`src/hw/asp_pkg.sv`:
```
// Shared types, constants and helper functions for the async serial port
package asp_pkg;

    localparam int DIV_INT_W = 16;
    localparam int DIV_FRAC_W = 6;
    localparam int DATA_W = 8;
    localparam int FIFO_DEPTH = 16;

    // Reference ticks within one bit period; IR_LP_PULSE_TICKS counts low-power ticks
    localparam logic [3:0] PHASE_LAST = 4'hf;
    localparam logic [3:0] START_CHECK_PHASE = 4'h7;
    localparam logic [3:0] IR_NORMAL_PHASES = 4'h3;
    localparam logic [1:0] IR_LP_PULSE_TICKS = 2'h3;
    localparam logic [4:0] IR_RX_HOLD_TICKS = 5'h10;

    // Receive timeout: 32 bit periods of 16 reference ticks
    localparam int RX_TIMEOUT_BITS = 32;
    localparam logic [9:0] RX_TIMEOUT_TICKS = 10'(RX_TIMEOUT_BITS * 16);

    typedef struct packed {
        logic rx_enable;
        logic tx_enable;
        logic loopback;
        logic ir_lowpower;
        logic ir_enable;
        logic port_enable;
    } asp_ctl_type;

    typedef struct packed {
        logic stick_parity;
        logic [1:0] word_len;
        logic fifo_enable;
        logic two_stop;
        logic even_parity;
        logic parity_enable;
        logic send_break;
    } asp_lcr_type;

    // Divisor and line control held together, loaded as one word
    typedef struct packed {
        logic [DIV_INT_W-1:0] div_int;
        logic [DIV_FRAC_W-1:0] div_frac;
        asp_lcr_type lcr;
    } asp_line_cfg_type;

    typedef struct packed {
        logic overrun;
        logic line_break;
        logic parity_err;
        logic frame_err;
        logic [DATA_W-1:0] data;
    } asp_rx_entry_type;

    typedef enum logic [2:0] {
        ST_IDLE = 3'h0,
        ST_START = 3'h1,
        ST_DATA = 3'h3,
        ST_PARITY = 3'h2,
        ST_STOP = 3'h6
    } asp_frame_state_type;

    localparam asp_ctl_type CTL_RESET = 6'h30;
    localparam asp_lcr_type LCR_RESET = 8'h00;
    localparam logic [DIV_INT_W-1:0] DIV_INT_RESET = 16'h0000;
    localparam logic [DIV_FRAC_W-1:0] DIV_FRAC_RESET = 6'h00;

    // Parity bit for the data bits in use
    function automatic logic asp_parity(input logic [7:0] data, input asp_lcr_type lcr);
        logic [7:0] mask;
        mask = 8'hff >> (2'h3 - lcr.word_len);
        if (lcr.stick_parity)
        begin
            return !lcr.even_parity;
        end
        return (^(data & mask)) ^ !lcr.even_parity;
    endfunction

    // Index of the last data bit: 4 to 7
    function automatic logic [2:0] asp_last_bit(input asp_lcr_type lcr);
        return {1'b1, lcr.word_len};
    endfunction

endpackage

```
`src/hw/asp_top.sv`:
```
// Async serial port with fractional bit-rate generator, FIFOs and infrared codec
module asp_top
    import asp_pkg::*;
#(
    parameter int FIFO_DEPTH_P = FIFO_DEPTH
)
(
    input wire logic i_clock,
    input wire logic i_reset,
    input wire logic i_ctl_write,
    input wire asp_ctl_type i_ctl,
    output asp_ctl_type o_ctl,
    input wire logic i_div_int_write,
    input wire logic [DIV_INT_W-1:0] i_div_int,
    input wire logic i_div_frac_write,
    input wire logic [DIV_FRAC_W-1:0] i_div_frac,
    input wire logic i_lcr_write,
    input wire asp_lcr_type i_lcr,
    output asp_line_cfg_type o_line_cfg,
    input wire logic [7:0] i_ir_lp_divisor,
    input wire logic i_tx_write,
    input wire logic [DATA_W-1:0] i_tx_data,
    output logic o_tx_full,
    output logic o_tx_empty,
    output logic o_busy,
    input wire logic i_rx_pop,
    output asp_rx_entry_type o_rx_entry,
    output logic o_rx_valid,
    output logic o_rx_full,
    output logic o_rx_timeout,
    input wire logic i_serial_in,
    output logic o_serial_out
);

    asp_ctl_type ctl_q;
    logic [DIV_INT_W-1:0] div_int_q;
    logic [DIV_FRAC_W-1:0] div_frac_q;
    asp_line_cfg_type cfg_q;

    logic [DIV_INT_W-1:0] baud_cnt_q;
    logic [DIV_FRAC_W-1:0] frac_acc_q;
    logic extra_q;
    logic [DIV_FRAC_W:0] frac_sum;
    logic tick16;
    logic [7:0] lp_cnt_q;
    logic lp_tick;

    logic [DATA_W-1:0] tx_fifo_data;
    logic tx_empty;
    logic tx_load;
    logic tx_bit_end;
    logic tx_frame_end;
    logic tx_bit_start;
    asp_frame_state_type tx_state_q;
    logic [3:0] tx_phase_q;
    logic [2:0] tx_bit_q;
    logic [DATA_W-1:0] tx_shift_q;
    logic tx_bit_d;
    logic tx_line_q;
    logic bit_start_q;
    logic [1:0] lp_pulse_q;
    logic ser_out_d;
    logic ser_out_q;

    logic rx_meta_q;
    logic rx_sync_q;
    logic [4:0] ir_hold_q;
    logic rx_line;
    logic rx_prev_q;
    asp_frame_state_type rx_state_q;
    logic [3:0] rx_phase_q;
    logic [2:0] rx_bit_q;
    logic rx_sample;
    logic [DATA_W-1:0] rx_data_q;
    logic rx_zero_q;
    logic rx_par_err_q;
    logic rx_push;
    logic rx_empty;
    logic overrun_pend_q;
    logic [9:0] rx_idle_q;
    asp_rx_entry_type rx_entry;

    assign o_ctl = ctl_q;
    assign o_line_cfg = cfg_q;

    // Control and configuration registers
    always_ff @(posedge i_clock or posedge i_reset)
    begin
        if (i_reset)
        begin
            ctl_q <= CTL_RESET;
            div_int_q <= DIV_INT_RESET;
            div_frac_q <= DIV_FRAC_RESET;
            cfg_q <= {DIV_INT_RESET, DIV_FRAC_RESET, LCR_RESET};
        end
        else
        begin
            if (i_ctl_write)
            begin
                ctl_q <= i_ctl;
            end
            if (i_div_int_write)
            begin
                div_int_q <= i_div_int;
            end
            if (i_div_frac_write)
            begin
                div_frac_q <= i_div_frac;
            end
            // Divisor writes stay invisible to the generator until this load
            if (i_lcr_write)
            begin
                cfg_q <= {div_int_q, div_frac_q, i_lcr};
            end
        end
    end

    // Fractional 16x generator: a carry out of the fraction stretches one period
    assign frac_sum = {1'b0, frac_acc_q} + {1'b0, cfg_q.div_frac};
    assign tick16 = (cfg_q.div_int != '0) &&
        ({1'b0, baud_cnt_q} + 17'h1 >= {1'b0, cfg_q.div_int} + {16'h0, extra_q});

    always_ff @(posedge i_clock or posedge i_reset)
    begin
        if (i_reset)
        begin
            baud_cnt_q <= '0;
            frac_acc_q <= '0;
            extra_q <= 1'b0;
        end
        else if (tick16)
        begin
            baud_cnt_q <= '0;
            {extra_q, frac_acc_q} <= frac_sum;
        end
        else
        begin
            baud_cnt_q <= baud_cnt_q + 16'h1;
        end
    end

    // Low-power infrared tick; divisor 0 gives 256 through wrap-around
    assign lp_tick = (lp_cnt_q == i_ir_lp_divisor - 8'h1);

    always_ff @(posedge i_clock or posedge i_reset)
    begin
        if (i_reset)
        begin
            lp_cnt_q <= '0;
        end
        else if (lp_tick || bit_start_q)
        begin
            lp_cnt_q <= '0;
        end
        else
        begin
            lp_cnt_q <= lp_cnt_q + 8'h1;
        end
    end

    asp_fifo #(
        .WIDTH(DATA_W),
        .DEPTH(FIFO_DEPTH_P)
    ) u_tx_fifo (
        .i_clock(i_clock),
        .i_reset(i_reset),
        .i_deep(cfg_q.lcr.fifo_enable),
        .i_push(i_tx_write),
        .i_data(i_tx_data),
        .i_pop(tx_load),
        .o_data(tx_fifo_data),
        .o_full(o_tx_full),
        .o_empty(tx_empty)
    );

    assign o_tx_empty = tx_empty;
    assign o_busy = !tx_empty || (tx_state_q != ST_IDLE);

    // Enables gate only the start of a frame, never a frame under way
    assign tx_bit_end = tick16 && (tx_phase_q == PHASE_LAST);
    assign tx_frame_end = (tx_state_q == ST_STOP) && tx_bit_end &&
        (!cfg_q.lcr.two_stop || tx_bit_q[0]);
    assign tx_load = tick16 && ctl_q.port_enable && ctl_q.tx_enable && !tx_empty &&
        ((tx_state_q == ST_IDLE) || tx_frame_end);
    assign tx_bit_start = tx_load || (tx_bit_end && (tx_state_q != ST_IDLE) && !tx_frame_end);

    always_ff @(posedge i_clock or posedge i_reset)
    begin
        if (i_reset)
        begin
            tx_state_q <= ST_IDLE;
            tx_bit_q <= '0;
            tx_shift_q <= '0;
        end
        else if (tx_load)
        begin
            tx_state_q <= ST_START;
            tx_shift_q <= tx_fifo_data;
        end
        else if (tx_bit_end)
        begin
            case (tx_state_q)
                ST_START:
                begin
                    tx_state_q <= ST_DATA;
                    tx_bit_q <= '0;
                end
                ST_DATA:
                begin
                    if (tx_bit_q == asp_last_bit(cfg_q.lcr))
                    begin
                        tx_state_q <= cfg_q.lcr.parity_enable ? ST_PARITY : ST_STOP;
                        tx_bit_q <= '0;
                    end
                    else
                    begin
                        tx_bit_q <= tx_bit_q + 3'h1;
                    end
                end
                ST_PARITY:
                begin
                    tx_state_q <= ST_STOP;
                    tx_bit_q <= '0;
                end
                ST_STOP:
                begin
                    if (tx_frame_end)
                    begin
                        tx_state_q <= ST_IDLE;
                    end
                    else
                    begin
                        tx_bit_q <= 3'h1;
                    end
                end
                default:
                begin
                    tx_state_q <= ST_IDLE;
                end
            endcase
        end
    end

    always_ff @(posedge i_clock or posedge i_reset)
    begin
        if (i_reset)
        begin
            tx_phase_q <= '0;
        end
        else if (tx_load)
        begin
            tx_phase_q <= '0;
        end
        else if (tick16)
        begin
            tx_phase_q <= tx_phase_q + 4'h1;
        end
    end

    always_comb
    begin
        case (tx_state_q)
            ST_START: tx_bit_d = 1'b0;
            ST_DATA: tx_bit_d = tx_shift_q[tx_bit_q];
            ST_PARITY: tx_bit_d = asp_parity(tx_shift_q, cfg_q.lcr);
            default: tx_bit_d = 1'b1;
        endcase
        if (cfg_q.lcr.send_break)
        begin
            tx_bit_d = 1'b0;
        end
    end

    // Infrared encoder; every bit start restarts the low-power divider
    always_comb
    begin
        if (!ctl_q.ir_enable)
        begin
            ser_out_d = tx_bit_d;
        end
        else if (ctl_q.ir_lowpower)
        begin
            ser_out_d = (lp_pulse_q != '0);
        end
        else
        begin
            ser_out_d = !tx_bit_d && (tx_phase_q < IR_NORMAL_PHASES);
        end
    end

    always_ff @(posedge i_clock or posedge i_reset)
    begin
        if (i_reset)
        begin
            bit_start_q <= 1'b0;
            lp_pulse_q <= '0;
            tx_line_q <= 1'b1;
            ser_out_q <= 1'b1;
        end
        else
        begin
            bit_start_q <= tx_bit_start;
            tx_line_q <= tx_bit_d;
            ser_out_q <= ser_out_d;
            if (bit_start_q && !tx_bit_d)
            begin
                lp_pulse_q <= IR_LP_PULSE_TICKS;
            end
            else if (lp_tick && (lp_pulse_q != '0))
            begin
                lp_pulse_q <= lp_pulse_q - 2'h1;
            end
        end
    end

    assign o_serial_out = ser_out_q;

    // Receive input: synchroniser, infrared decoder stretches low pulses one bit
    always_ff @(posedge i_clock or posedge i_reset)
    begin
        if (i_reset)
        begin
            rx_meta_q <= 1'b1;
            rx_sync_q <= 1'b1;
            ir_hold_q <= '0;
            rx_prev_q <= 1'b1;
        end
        else
        begin
            rx_meta_q <= i_serial_in;
            rx_sync_q <= rx_meta_q;
            rx_prev_q <= rx_line;
            if (!rx_sync_q)
            begin
                ir_hold_q <= IR_RX_HOLD_TICKS;
            end
            else if (tick16 && (ir_hold_q != '0))
            begin
                ir_hold_q <= ir_hold_q - 5'h1;
            end
        end
    end

    assign rx_line = ctl_q.loopback ? tx_line_q :
        (ctl_q.ir_enable ? (ir_hold_q == '0) : rx_sync_q);
    assign rx_sample = tick16 && (rx_phase_q == PHASE_LAST);
    assign rx_push = (rx_state_q == ST_STOP) && rx_sample;

    always_ff @(posedge i_clock or posedge i_reset)
    begin
        if (i_reset)
        begin
            rx_state_q <= ST_IDLE;
            rx_phase_q <= '0;
            rx_bit_q <= '0;
        end
        else
        begin
            case (rx_state_q)
                ST_IDLE:
                begin
                    rx_phase_q <= '0;
                    if (rx_prev_q && !rx_line && ctl_q.port_enable && ctl_q.rx_enable)
                    begin
                        rx_state_q <= ST_START;
                    end
                end
                ST_START:
                begin
                    if (tick16 && (rx_phase_q == START_CHECK_PHASE))
                    begin
                        rx_state_q <= rx_line ? ST_IDLE : ST_DATA;
                        rx_phase_q <= '0;
                        rx_bit_q <= '0;
                    end
                    else if (tick16)
                    begin
                        rx_phase_q <= rx_phase_q + 4'h1;
                    end
                end
                default:
                begin
                    if (tick16)
                    begin
                        rx_phase_q <= rx_phase_q + 4'h1;
                    end
                    if (rx_sample)
                    begin
                        if (rx_state_q == ST_DATA)
                        begin
                            rx_bit_q <= rx_bit_q + 3'h1;
                            if (rx_bit_q == asp_last_bit(cfg_q.lcr))
                            begin
                                rx_state_q <= cfg_q.lcr.parity_enable ? ST_PARITY : ST_STOP;
                            end
                        end
                        else if (rx_state_q == ST_PARITY)
                        begin
                            rx_state_q <= ST_STOP;
                        end
                        else
                        begin
                            rx_state_q <= ST_IDLE;
                        end
                    end
                end
            endcase
        end
    end

    always_ff @(posedge i_clock or posedge i_reset)
    begin
        if (i_reset)
        begin
            rx_data_q <= '0;
            rx_zero_q <= 1'b0;
            rx_par_err_q <= 1'b0;
        end
        else if (rx_state_q == ST_START)
        begin
            rx_data_q <= '0;
            rx_zero_q <= 1'b1;
            rx_par_err_q <= 1'b0;
        end
        else if (rx_sample && (rx_state_q == ST_DATA))
        begin
            rx_data_q[rx_bit_q] <= rx_line;
            rx_zero_q <= rx_zero_q && !rx_line;
        end
        else if (rx_sample && (rx_state_q == ST_PARITY))
        begin
            rx_par_err_q <= (rx_line != asp_parity(rx_data_q, cfg_q.lcr));
            rx_zero_q <= rx_zero_q && !rx_line;
        end
    end

    // A dropped character marks the next stored one with overrun
    always_comb
    begin
        rx_entry.data = rx_data_q;
        rx_entry.frame_err = !rx_line;
        rx_entry.parity_err = rx_par_err_q;
        rx_entry.line_break = rx_zero_q && !rx_line;
        rx_entry.overrun = overrun_pend_q;
    end

    always_ff @(posedge i_clock or posedge i_reset)
    begin
        if (i_reset)
        begin
            overrun_pend_q <= 1'b0;
        end
        else if (rx_push && o_rx_full)
        begin
            overrun_pend_q <= 1'b1;
        end
        else if (rx_push)
        begin
            overrun_pend_q <= 1'b0;
        end
    end

    asp_fifo #(
        .WIDTH($bits(asp_rx_entry_type)),
        .DEPTH(FIFO_DEPTH_P)
    ) u_rx_fifo (
        .i_clock(i_clock),
        .i_reset(i_reset),
        .i_deep(cfg_q.lcr.fifo_enable),
        .i_push(rx_push),
        .i_data(rx_entry),
        .i_pop(i_rx_pop),
        .o_data(o_rx_entry),
        .o_full(o_rx_full),
        .o_empty(rx_empty)
    );

    assign o_rx_valid = !rx_empty;

    // Idle counter runs only while characters wait and the line is quiet
    always_ff @(posedge i_clock or posedge i_reset)
    begin
        if (i_reset)
        begin
            rx_idle_q <= '0;
        end
        else if (rx_push || rx_empty || (rx_state_q != ST_IDLE))
        begin
            rx_idle_q <= '0;
        end
        else if (tick16 && (rx_idle_q != RX_TIMEOUT_TICKS))
        begin
            rx_idle_q <= rx_idle_q + 10'h1;
        end
    end

    assign o_rx_timeout = (rx_idle_q == RX_TIMEOUT_TICKS);

endmodule

```
`src/hw/asp_fifo.sv`:
```
// Flip-flop FIFO with single-entry or full-depth capacity
module asp_fifo
#(
    parameter int WIDTH = 8,
    parameter int DEPTH = 16
)
(
    input wire logic i_clock,
    input wire logic i_reset,
    input wire logic i_deep,
    input wire logic i_push,
    input wire logic [WIDTH-1:0] i_data,
    input wire logic i_pop,
    output logic [WIDTH-1:0] o_data,
    output logic o_full,
    output logic o_empty
);
    // Pointers wrap naturally, so DEPTH must be a power of two
    localparam int AW = $clog2(DEPTH);
    localparam int CW = $clog2(DEPTH + 1);

    logic [WIDTH-1:0] mem_q [DEPTH];
    logic [AW-1:0] wr_q;
    logic [AW-1:0] rd_q;
    logic [CW-1:0] count_q;
    logic do_push;
    logic do_pop;

    assign o_empty = (count_q == '0);
    assign o_full = i_deep ? (count_q == CW'(DEPTH)) : !o_empty;
    assign do_push = i_push && !o_full;
    assign do_pop = i_pop && !o_empty;
    assign o_data = mem_q[rd_q];

    always_ff @(posedge i_clock or posedge i_reset)
    begin
        if (i_reset)
        begin
            for (int i = 0; i < DEPTH; i++)
            begin
                mem_q[i] <= '0;
            end
        end
        else if (do_push)
        begin
            mem_q[wr_q] <= i_data;
        end
    end

    always_ff @(posedge i_clock or posedge i_reset)
    begin
        if (i_reset)
        begin
            wr_q <= '0;
            rd_q <= '0;
            count_q <= '0;
        end
        else
        begin
            if (do_push)
            begin
                wr_q <= wr_q + AW'(1);
            end
            if (do_pop)
            begin
                rd_q <= rd_q + AW'(1);
            end
            count_q <= count_q + CW'(do_push) - CW'(do_pop);
        end
    end

endmodule

```
`config.mk`:
```
export PLATFORM = sky130hd
export DESIGN_NAME = asp_top
export DESIGN_NICKNAME = d
export VERILOG_FILES = /design/src/hw/asp_pkg.sv /design/src/hw/asp_top.sv /design/src/hw/asp_fifo.sv
export SDC_FILE = /design/constraint.sdc
export NUM_CORES = 1
export LEC_CHECK = 0
export ABC_AREA = 1
export BUFFER_PORTS_ARGS = -buffer_cell sky130_fd_sc_hd__buf_2
export CORE_MARGIN = 1
export CORE_UTILIZATION = 43
export DETAILED_ROUTE_END_ITERATION = 12
export PLACE_DENSITY_LB_ADDON = 0.12
export SYNTH_ARGS = -nofsm -noshare
export SYNTH_HDL_FRONTEND = slang
export SYNTH_SLANG_ARGS = --single-unit
```
`constraint.sdc`:
```
create_clock -name i_clock -period 34.4 [get_ports i_clock]
set_input_delay 1.72 -clock i_clock [delete_from_list [all_inputs] [get_ports i_clock]]
set_output_delay 1.72 -clock i_clock [all_outputs]
set_load 0.01 [all_outputs]
```
==> results of run 1 <==
sequential cells by signal, indices dropped and copies added (netlist names), 8 cells and up:
register and flops:
u_rx_fifo.mem_q 192, u_tx_fifo.mem_q 128, o_line_cfg 30, baud_cnt_q 16
div_int_q 16, rx_idle_q 10, lp_cnt_q 8, rx_data_q 8
tx_shift_q 8
metal layers:
layer | vias up | wire length [um]
li1 | 9787 | -
met1 | 9787 | 29400
met2 | 512 | 31600
met3 | 115 | 3180
met4 | 0 | 1890
met5 | - | 0
layout make-up:
class,count,area [um2]
Clock inverter,27,365
Tap cell,756,946
Inverter,240,908
Fill cell,5528,29100
Clock buffer,74,1540
Multi-Input combinational cell,2068,10600
Timing Repair Buffer,136,733
Sequential cell,497,12500
worst max path at each step:
| stage | cells after the start | slack (ps) | from | to |
|---|---|---|---|---|
| floorplan | 1 | 18820 | i_reset | baud_cnt_q[0] |
| global placement | 23 | 28140 | o_line_cfg[14] | u_rx_fifo.mem_q[23] |
| detailed placement | 22 | 27870 | o_line_cfg[14] | u_rx_fifo.mem_q[20] |
| CTS | 22 | 27820 | o_line_cfg[14] | u_rx_fifo.mem_q[20] |
| global route | 23 | 27050 | o_line_cfg[14] | u_rx_fifo.mem_q[20] |
| finish | 24 | 27780 | o_line_cfg[14] | u_rx_fifo.mem_q[20] |
worst max-delay path, delay by kind of cell (launching register included):
| family | cells | cell delay, ps |
|---|---|---|
| buffers and inverters | 2 | 1260 |
| AO/OA/AOI/OAI | 2 | 160 |
| adder cells (fa/ha/maj) | 3 | 670 |
| AND/OR/NAND/NOR | 17 | 3910 |
| flip-flops | 1 | 400 |
cells by family after synthesis:
kind of cell | after synthesis | share of synthesized area [%]
simple gates | 1311 | 22.1
compound gates | 551 | 12.0
flops | 497 | 50.1
buf+inv | 417 | 7.12
xor+xnor | 79 | 2.78
mux | 66 | 2.74
fa+ha+maj | 61 | 3.16
layout by cell type (no fill, tap or decap), types with 3 or more instances in the layout:
master / n
nand2_2: 5
ha_1: 58
a21oi_1: 119
nor3_1: 26
xor2_1: 63
o21ai_0: 350
nand3_1: 262
a221oi_1: 8
o22ai_1: 9
clkbuf_16: 54
mux2_2: 17
clkbuf_1: 9
nor4_1: 8
buf_2: 115
bufinv_16: 7
xnor2_1: 16
clkbuf_8: 11
nand2_4: 10
dfrtp_1: 488
nor2_1: 172
fa_1: 3
buf_4: 21
clkinvlp_4: 3
nand4_1: 24
nand2_1: 790
o211ai_1: 50
inv_1: 235
o221ai_1: 8
mux2i_1: 49
clkinv_2: 14
dfstp_2: 7
nor3b_1: 3
power breakdown:
group          total, mW  switching, mW  internal, mW
sequential         0.760         0.0783         0.682
clock              0.619          0.253         0.366
combinational      0.490          0.314         0.176
total               1.87          0.645          1.22
==> run summary, run 1 <==
Syn Inst Count - 2,982
Yosys top cell by area - dfrtp_1
Routed Antenna Nets - 0
Final Max Tran Viols - 0
Finished Core Util - 48.6%
initial antenna violation count - 0
register area share after synthesis - 50.1%
synthesis-to-finish area growth - 11.0%
final std cells w/o fill - 3,798
Yosys top cell area share - 49.3%
H-tree levels - 2
dpl ws - 27,870 ps
max frequency - 151 MHz
syn nets - 3,104
met1 Track Usage GR - 30.6%
Worst Hold Endpoint - rx_sync_q
Hold Crit Class - reg2reg
RSZ-0062 raised after global routing - false
Least-Margin Pin Slew - 1220 ps
top cells by area, synth - dfrtp_1 (49%), nand2_1 (12%), o21ai_0 (7.0%)
Commonest cells post-synth - nand2_1 (790), dfrtp_1 (490), o21ai_0 (350)
Mean Syn Cell Area - 8.33 um2
first-pass GRT wire length - 107 mm
MaxCap Viol Count - 0
First DRT Iteration DRCs - 1,738
critical path class - reg2reg
FFs w/ async S/R, synth - 100%
Remaining Overflow, GRT - 0
die width - 242 um
WHS - 354 ps
worst r2r src - o_line_cfg[14]
Yosys Warn Count - 0
Leakage - 13.7 nW
most used cell, CP - nand2_1
crit-path max FO - 69
grt met3 use - 3.11%
setup bufs post-CTS - 0
Initial DRT Pass Iterations - 6
CP arrival - 7080 ps
share of layout cells above drive strength 1 - 9.14%
initial core utilization - 43.8%
crit-path cells - ha_1, ha_1, nand2_1, nor3_1, nand3_1, nor3_1, nand4_1, nor2_1, nand2_1, ha_1, nand2_1, nor2_2, nand3_1, nor2_1, a21oi_1, nand3_2, nand2_2, inv_2, nand3_2, nor2_4, buf_4, nand2_1, nand2_1, o21ai_0
Tmin final - 6620 ps
Longest Clk Path Bufs - 3
Clk Latency, worst-skew pair - 630 ps
Crit path required time - 34,860 ps
final setup TNS - 0 ps
drt total wl - 66.0 mm
number of global-route vias before repair - 19.7k
CP peak stage delay - 760 ps
post-detail-place hpwl - 42.4 mm
pwr dens - 67.8 mW/mm2
Vias/cell - 5.32
Ports - 116
Post-synth EDFFs - 0
Antenna Diode Count - 0
critical path's slowest cell - nor2_4
fin nets - 3,119
skew final - 28.0 ps
Inst Count DP - 3,697
Final Hold Vio Count - 0
Reg2Reg Depth - 24
Unique masters post-synth - 44
post-place instance area - 0.0257 mm2
WL/cell - 17.4 um
period utilization - 19.2%
final worst slack - 27,780 ps
# setup viols final - 0
RD Place Congestion - 0.852
post-cts sizing count - 0
Clock Sinks - 497
DRC - 0
CTS tree - built
synthesized cell area - 0.0249 mm2
total core area - 0.0567 mm2
largest net degree at the start of global routing - 100
FP Rows - 87
M2 GR Usage - 37.4%
Critical Path Sink Type - register
clock slew at reported path FFs - 60 ps
GRT Overall Usage - 22.7%
hold path cells - 0
design area - 0.0276 mm2
hold_sp - rx_meta_q
routed vias - 20.2k
count leader, synth - nand2_1
ys flop type - dfrtp_1
Peak VDD IR - 42.8 uV
Die ar. - 0.0588 mm2
Final Power - 1.87 mW
Slew HR - 18.2%
hold buffer count at CTS - 0
die height - 242 um
Yosys reg bits - 497
CP startpoint kind - register
Num CTS Buffers - 54
PortBufs - 115
clock root buffer - clkbuf_16
status - finished clean
reg2reg end - u_rx_fifo.mem_q[20]
Worst R2R Setup Slack - 27,780 ps
busiest grt layer - met2
Note: power is estimated with default switching activity, not from simulation.
==> run 2: changes to the inputs <==
- ABC_AREA: 1 -> 0
- clock period: 34.4 -> 6.05 ns (I/O delays scaled with it)
==> run 2 against run 1 <==
Worst setup slack got worse by 27000 ps. Sequential share of layout area decreased by 0.10 points. Register-to-register slack got worse by 27000 ps. Critical path depth decreased by 7. Wire length decreased by 20%. Sequential power increased to 5.7 times the previous value. Clock skew about the same. Cell count decreased by 29%. Highest routed layer is now met5. Synthesized cell count decreased by 40%. Global-route usage decreased by 3.4 points. Largest cell class unchanged. Synthesized area decreased by 2.7%.
==> run summary, run 2 <==
Yosys top cell by area - dfrtp_1
CP peak stage delay - 710 ps (-50 ps)
die height - 239 um (-1.3%)
Num CTS Buffers - 56 (+3.7%)
WL/cell - 19.7 um (+13%)
Syn Inst Count - 1,793 (-40%)
Sw Share - 28.1% (-6.4 points)
crit-path cells - ha_1, ha_1, nand2_1, nor2_1, nand3_1, xor2_1, ha_1, nand4_1, nor3_1, a21oi_1, o211ai_1, a21oi_1, buf_4, nor3_4, buf_4, nand4_1, mux2_2
DRC - 0 (unchanged)
register area - 0.0125 mm2 (about the same)
Adder-Cell Fraction of Synth Area - 3.25% (+0.087 points)
Final Max Tran Viols - 0 (unchanged)
# setup viols final - 0 (unchanged)
largest net degree at the start of global routing - 175 (+75%)
Crit path max-delay family - simple AND/OR/NAND/NOR gates
CP arrival - 5340 ps (-1740 ps)
Reg2Reg Depth - 17 (-29%)
Compound-Gate Fraction of Synth Area - 3.75% (-8.2 points)
status - finished clean
Die ar. - 0.0572 mm2 (-2.7%)
First DRT Iteration DRCs - 798 (-54%)
routed vias - 14.5k (-28%)
Clk Latency, worst-skew pair - 620 ps (about the same)
Seq pwr share - 44.9% (+4.2 points)
critical path class - reg2reg
Yosys top cell area share - 50.7% (+1.4 points)
Logic pwr share - 19.2% (-7.0 points)
flip-flop count of the largest register after layout - 192 (unchanged)
P_int - 6.90 mW (+460%)
Biggest register - u_rx_fifo.mem_q
die width - 239 um (-1.3%)
Commonest cells post-synth - dfrtp_1 (490), mux2_2 (345), mux4_2 (86)
post-place instance area - 0.0254 mm2 (-1.1%)
period utilization - 80.5% (+61 points)
synthesized cell area - 0.0242 mm2 (-2.7%)
syn nets - 1,915 (-38%)
Buffers & Inverters on Critical Path - 2 (unchanged)
skew final - 28.4 ps (+0.424 ps)
reg2reg end - u_rx_fifo.mem_q[27]
H-tree levels - 2 (unchanged)
Tmin final - 4870 ps (-1750 ps)
post-synthesis mux area share - 27.9% (+25 points)
Longest Clk Path Bufs - 3 (unchanged)
Worst R2R Setup Slack - 1180 ps (-26,600 ps)
Antenna Diode Count - 0 (unchanged)
Worst setup endpoint - u_rx_fifo.mem_q[27]
Leakage - 13.0 nW (-5.3%)
Mean Syn Cell Area - 13.5 um2 (+62%)
pwr dens - 347 mW/mm2 (+410%)
Critical Path Sink Type - register
CTS tree - built
Post-synth EDFFs - 0 (unchanged)
setup bufs post-CTS - 0 (unchanged)
FP Rows - 86 (-1.1%)
multi-input logic area - 0.0111 mm2 (+4.1%)
Peak VDD IR - 232 uV (+440%)
worst r2r src - o_line_cfg[14]
Fill cells - 4,866 (-12%)
MaxCap Viol Count - 0 (unchanged)
Yosys reg bits - 497 (unchanged)
clock slew at reported path FFs - 60 ps (about the same)
Synth Area in XOR/XNOR - 3.37% (+0.58 points)
Vias/cell - 5.39 (+1.3%)
Least-Margin Pin Slew - 1110 ps (-117 ps)
FFs w/ async S/R, synth - 100% (unchanged)
launch point of the critical path - o_line_cfg[14]
most used cell, CP - ha_1
Ports - 116 (unchanged)
Slew HR - 26.3% (+8.1 points)
register area share after synthesis - 51.5% (+1.4 points)
PortBufs - 115 (unchanged)
RSZ-0062 raised after global routing - false
design area - 0.0276 mm2 (+0.24%)
first-pass GRT wire length - 86.2 mm (-20%)
drt total wl - 53.1 mm (-20%)
max frequency - 205 MHz (+36%)
initial antenna violation count - 1 (+1)
post-cts sizing count - 0 (unchanged)
critical path's slowest cell - nand4_1
ys flop type - dfrtp_1
commonest cells after routing, fill and taps aside - dfrtp_1 (487), mux2_2 (345), buf_2 (115)
top cells by area, synth - dfrtp_1 (51%), mux2_2 (16%), mux4_2 (8.0%)
share of layout cells above drive strength 1 - 37.5% (+28 points)
Final Hold Vio Count - 0 (unchanged)
Switch Pwr - 2.70 mW (+320%)
critical path depth - 17 (-29%)
clock root buffer - clkbuf_16
Initial DRT Pass Iterations - 7 (+1)
hold buffer count at CTS - 38 (+38)
most common cell after layout, fill and taps aside - dfrtp_1
initial core utilization - 43.7% (-0.095 points)
Hold Crit Class - in2reg
fin nets - 2,027 (-35%)
synthesis-to-finish area growth - 14.3%
RD Place Congestion - 0.776 (-8.9%)
final std cells w/o fill - 2,699 (-29%)
Clock Sinks - 497 (unchanged)
GRT Overall Usage - 19.2% (-3.4 points)
Unique masters post-synth - 66 (+50%)
Crit path required time - 6520 ps (-28,340 ps)
Synth Area in Simple Gates - 7.41% (-15 points)
total core area - 0.0553 mm2 (-2.5%)
CP startpoint kind - register
clock power share - 35.9% (+2.8 points)
count leader, synth - dfrtp_1
post-detail-place hpwl - 35.1 mm (-17%)
Inst Count DP - 2,557 (-31%)
Remaining Overflow, GRT - 0 (unchanged)
Yosys Warn Count - 0 (unchanged)
number of global-route vias before repair - 15.1k (-23%)
main combinational cell family by area after synthesis - multiplexers
Routed Antenna Nets - 0 (unchanged)
crit-path max FO - 12 (-83%)
run 2: changes by cell type in the layout (fill, tap and decap cells not counted), moves of 81 or more:
cell     change
inv_1      -193
a21oi_1     -81
mux4_2      +86
nor2_1     -105
mux2_2     +328
nand2_1    -710
nand3_1    -214
o21ai_0    -324
run 2: cell families (layout without fill, tap and decap cells):
group                      count (synthesis)  after routing
muxes                                    504            504
buffers and inverters                    164            322
xor gates and xnor gates                  93             93
AOI/OAI and AO/OA                        135            135
and+or+nand+nor                          339            339
adders and majority gates                 61             61
DFF                                      497            497
run 2: layout make-up:
type | instances | area share (%)
clock buffer | 72 | 5.61
clock inverter | 32 | 1.18
inverter | 45 | 0.625
multi-input combinational | 1132 | 40.0
sequential | 497 | 45.1
tap | 748 | 3.39
timing repair buffer | 173 | 4.09
run 2: how the worst min path moves through the flow:
stage                                start            end  cells after the start
final                     i_div_frac_write  div_frac_q[2]                      2
after global routing      i_div_frac_write  div_frac_q[2]                      2
after CTS                 i_div_frac_write  div_frac_q[1]                      2
after detailed placement         rx_meta_q      rx_sync_q                      0
after global placement           rx_meta_q      rx_sync_q                      0
after floorplan                i_serial_in      rx_meta_q                      0
run 2: power groups by stage:
stage | logic (mW) | clock network (mW) | registers, mW
global placement | 1.81 | 0 | 4.34
global route | 2.04 | 3.68 | 4.39
finish | 1.84 | 3.44 | 4.31
CTS | 1.88 | 3.55 | 4.32
detailed placement | 1.85 | 0 | 4.38
floorplan | 1.56 | 0 | 4.15
run 2: stage by stage:
stage	power [mW]	worst slack, ps	hold slack, ps	util, %	setup TNS, ps
floorplan	5.71	-989	307	-	-484760
global placement	6.15	1240	350	45.9	0
detailed placement	6.23	1130	348	45.9	0
CTS	9.74	1110	19.4	50.0	0
global route	10.1	707	46.4	50.0	0
finish	9.59	1180	55.9	50.0	0
run 2: metal layers:
metal	share of wire (%)	GRT usage [%]	up-vias
li1	-	-	6735
met1	46	26.4	7517
met2	48	31.4	209
met3	3.4	2.99	77
met4	2.2	5.61	2
met5	0.024	0	-
==> run 3: changes to the inputs <==
- ABC_AREA: 0 -> 1
- clock period: 6.05 -> 4.8 ns (I/O delays scaled with it)
==> run 3 against run 2 <==
Total power is 40% higher. Final area is 2.9% higher. First-iteration DRC count is 93% higher. Largest power group unchanged.
==> run summary, run 3 (same netlist as run 1, synthesis figures left out) <==
clock root buffer - clkbuf_16
Final Hold Vio Count - 0 (unchanged)
Peak VDD IR - 361 uV (+55%)
flip-flop count of the largest register after layout - 192 (unchanged)
CP peak stage delay - 350 ps (-360 ps)
CP arrival - 4940 ps (-400 ps)
H-tree levels - 2 (unchanged)
post-detail-place hpwl - 43.5 mm (+24%)
Routed Antenna Nets - 0 (unchanged)
most common cell after layout, fill and taps aside - nand2_1
max frequency - 228 MHz (+11%)
Initial DRT Pass Iterations - 6 (-1)
Least-Margin Pin Slew - 1100 ps (-6.24 ps)
final worst slack - 406 ps (-774 ps)
PortBufs - 115 (unchanged)
Longest Clk Path Bufs - 3 (unchanged)
FP Rows - 87 (+1.2%)
Num CTS Buffers - 55 (-1.8%)
RD Place Congestion - 0.853 (+10%)
synthesis-to-finish area growth - 14.4%
Crit path required time - 5340 ps (-1180 ps)
Remaining Overflow, GRT - 0 (unchanged)
Ports - 116 (unchanged)
# setup viols final - 0 (unchanged)
Antenna Diode Count - 0 (unchanged)
Leakage - 14.1 nW (+8.5%)
Switch Pwr - 4.62 mW (+71%)
critical path's slowest cell - fa_2
largest net degree at the start of global routing - 136 (-22%)
period utilization - 91.5% (+11 points)
final setup TNS - 0 ps (unchanged)
critical path class - reg2reg
CP startpoint kind - register
Logic pwr share - 27.2% (+8.0 points)
fin nets - 3,204 (+58%)
WHS - 50.3 ps (-5.56 ps)
Clock Sinks - 497 (unchanged)
Vias/cell - 5.29 (-1.7%)
WL/cell - 17.3 um (-12%)
dpl ws - 171 ps (-961 ps)
Critical Path Sink Type - register
die height - 242 um (+1.4%)
Tmin final - 4390 ps (-476 ps)
Biggest register - u_rx_fifo.mem_q
commonest cells after routing, fill and taps aside - nand2_1 (790), dfrtp_1 (488), o21ai_0 (350)
Hold Crit Class - in2reg
CTS tree - built
First DRT Iteration DRCs - 1,539 (+93%)
P_int - 8.78 mW (+27%)
DRC - 0 (unchanged)
MaxCap Viol Count - 0 (unchanged)
die width - 242 um (+1.4%)
Sw Share - 34.5% (+6.4 points)
Final Max Tran Viols - 0 (unchanged)
number of global-route vias before repair - 20.2k (+34%)
status - finished clean
clock power share - 32.2% (-3.7 points)
pwr dens - 471 mW/mm2 (+36%)
Seq pwr share - 40.6% (-4.3 points)
drt total wl - 67.3 mm (+27%)
initial antenna violation count - 0 (-1)
initial core utilization - 43.8% (+0.095 points)
crit-path max FO - 4 (-8)
Clk Latency, worst-skew pair - 620 ps (about the same)
clock slew at reported path FFs - 60 ps (about the same)
Slew HR - 26.7% (+0.42 points)
total core area - 0.0567 mm2 (+2.5%)
first-pass GRT wire length - 109 mm (+27%)
GRT Overall Usage - 23.1% (+3.8 points)
share of layout cells above drive strength 1 - 9.85% (-28 points)
Die ar. - 0.0588 mm2 (+2.7%)
routed vias - 20.6k (+41%)
skew final - 22.2 ps (-6.17 ps)
==> run 3: changes by cell type in the layout (fill, tap and decap cells not counted), sizes merged, moves of 86 or more <==
cell and change:
inv +193, o21ai +325, nand3 +216, nand2 +725, nor2 +106, mux4 -86
mux2 -368
==> run 3: layer usage <==
layer	vias to the layer above	wire length (um)	track usage [%]
met3	130	3020	2.87
met4	0	2370	9.18
met1	9966	29300	30.2
met2	492	32600	38.7
li1	9973	-	-
met5	-	0	0
==> run 3: repair_timing <==
item,4_1_cts,5_1_grt
setup endpoints to repair,0,4
gates resized for setup,0,10
hold endpoints to repair,52,0
buffers inserted,0,5
hold buffers,58,0
==> run 3: worst paths after layout <==
path                                 start                    to  slack, ps  depth (start not counted)
max                         o_line_cfg[14]  u_tx_fifo.count_q[4]        410                         27
min                        i_div_int_write          div_int_q[0]         50                          3
max reg2reg                 o_line_cfg[14]  u_tx_fifo.count_q[4]        410                         27
min reg2reg                      rx_meta_q             rx_sync_q        370                          0
max in group asynchronous          i_reset  u_rx_fifo.mem_q[119]       3200                          4
min in group asynchronous          i_reset           lp_cnt_q[1]        250                          3
==> run 3: metrics by stage <==
stage | cell area (um2) | utilization (%) | std cells | power, mW
2_1_floorplan | 24900 | - | 2982 | 7.89
3_3_place_gp | 25900 | 45.7 | 3718 | 8.97
3_5_place_dp | 25900 | 45.7 | 3718 | 9.08
4_1_cts | 28400 | 50.0 | 3879 | 13.5
5_1_grt | 28400 | 50.1 | 3884 | 14.2
6_report | 28400 | 50.1 | 3884 | 13.4
==> run 3: power groups by stage <==
stage	clock, mW	sequential (mW)	combinational, mW
floorplan	0	5.29	2.59
global placement	0	5.47	3.50
detailed placement	0	5.49	3.59
CTS	4.41	5.42	3.65
global route	4.58	5.53	4.09
finish	4.32	5.43	3.64
==> run 3: area by class of cell <==
| type | instances | area [um2] |
|---|---|---|
| fillers | 5414 | 28300 |
| flip-flops and latches | 497 | 12500 |
| multi-input cells | 2068 | 10700 |
| clock buffers | 88 | 1690 |
| repair buffers | 220 | 1600 |
| well taps | 756 | 946 |
| inverters | 240 | 905 |
| clock inverters | 15 | 168 |
==> run 3: worst max-delay path: cells and delay by family, from the launching register on <==
family,cells,cell delay [ps]
AO/OA/AOI/OAI,3,580
XOR/XNOR,1,150
adder cells (fa/ha/maj),6,1480
buffers and inverters,2,100
flip-flops,1,340
AND/OR/NAND/NOR,15,1670
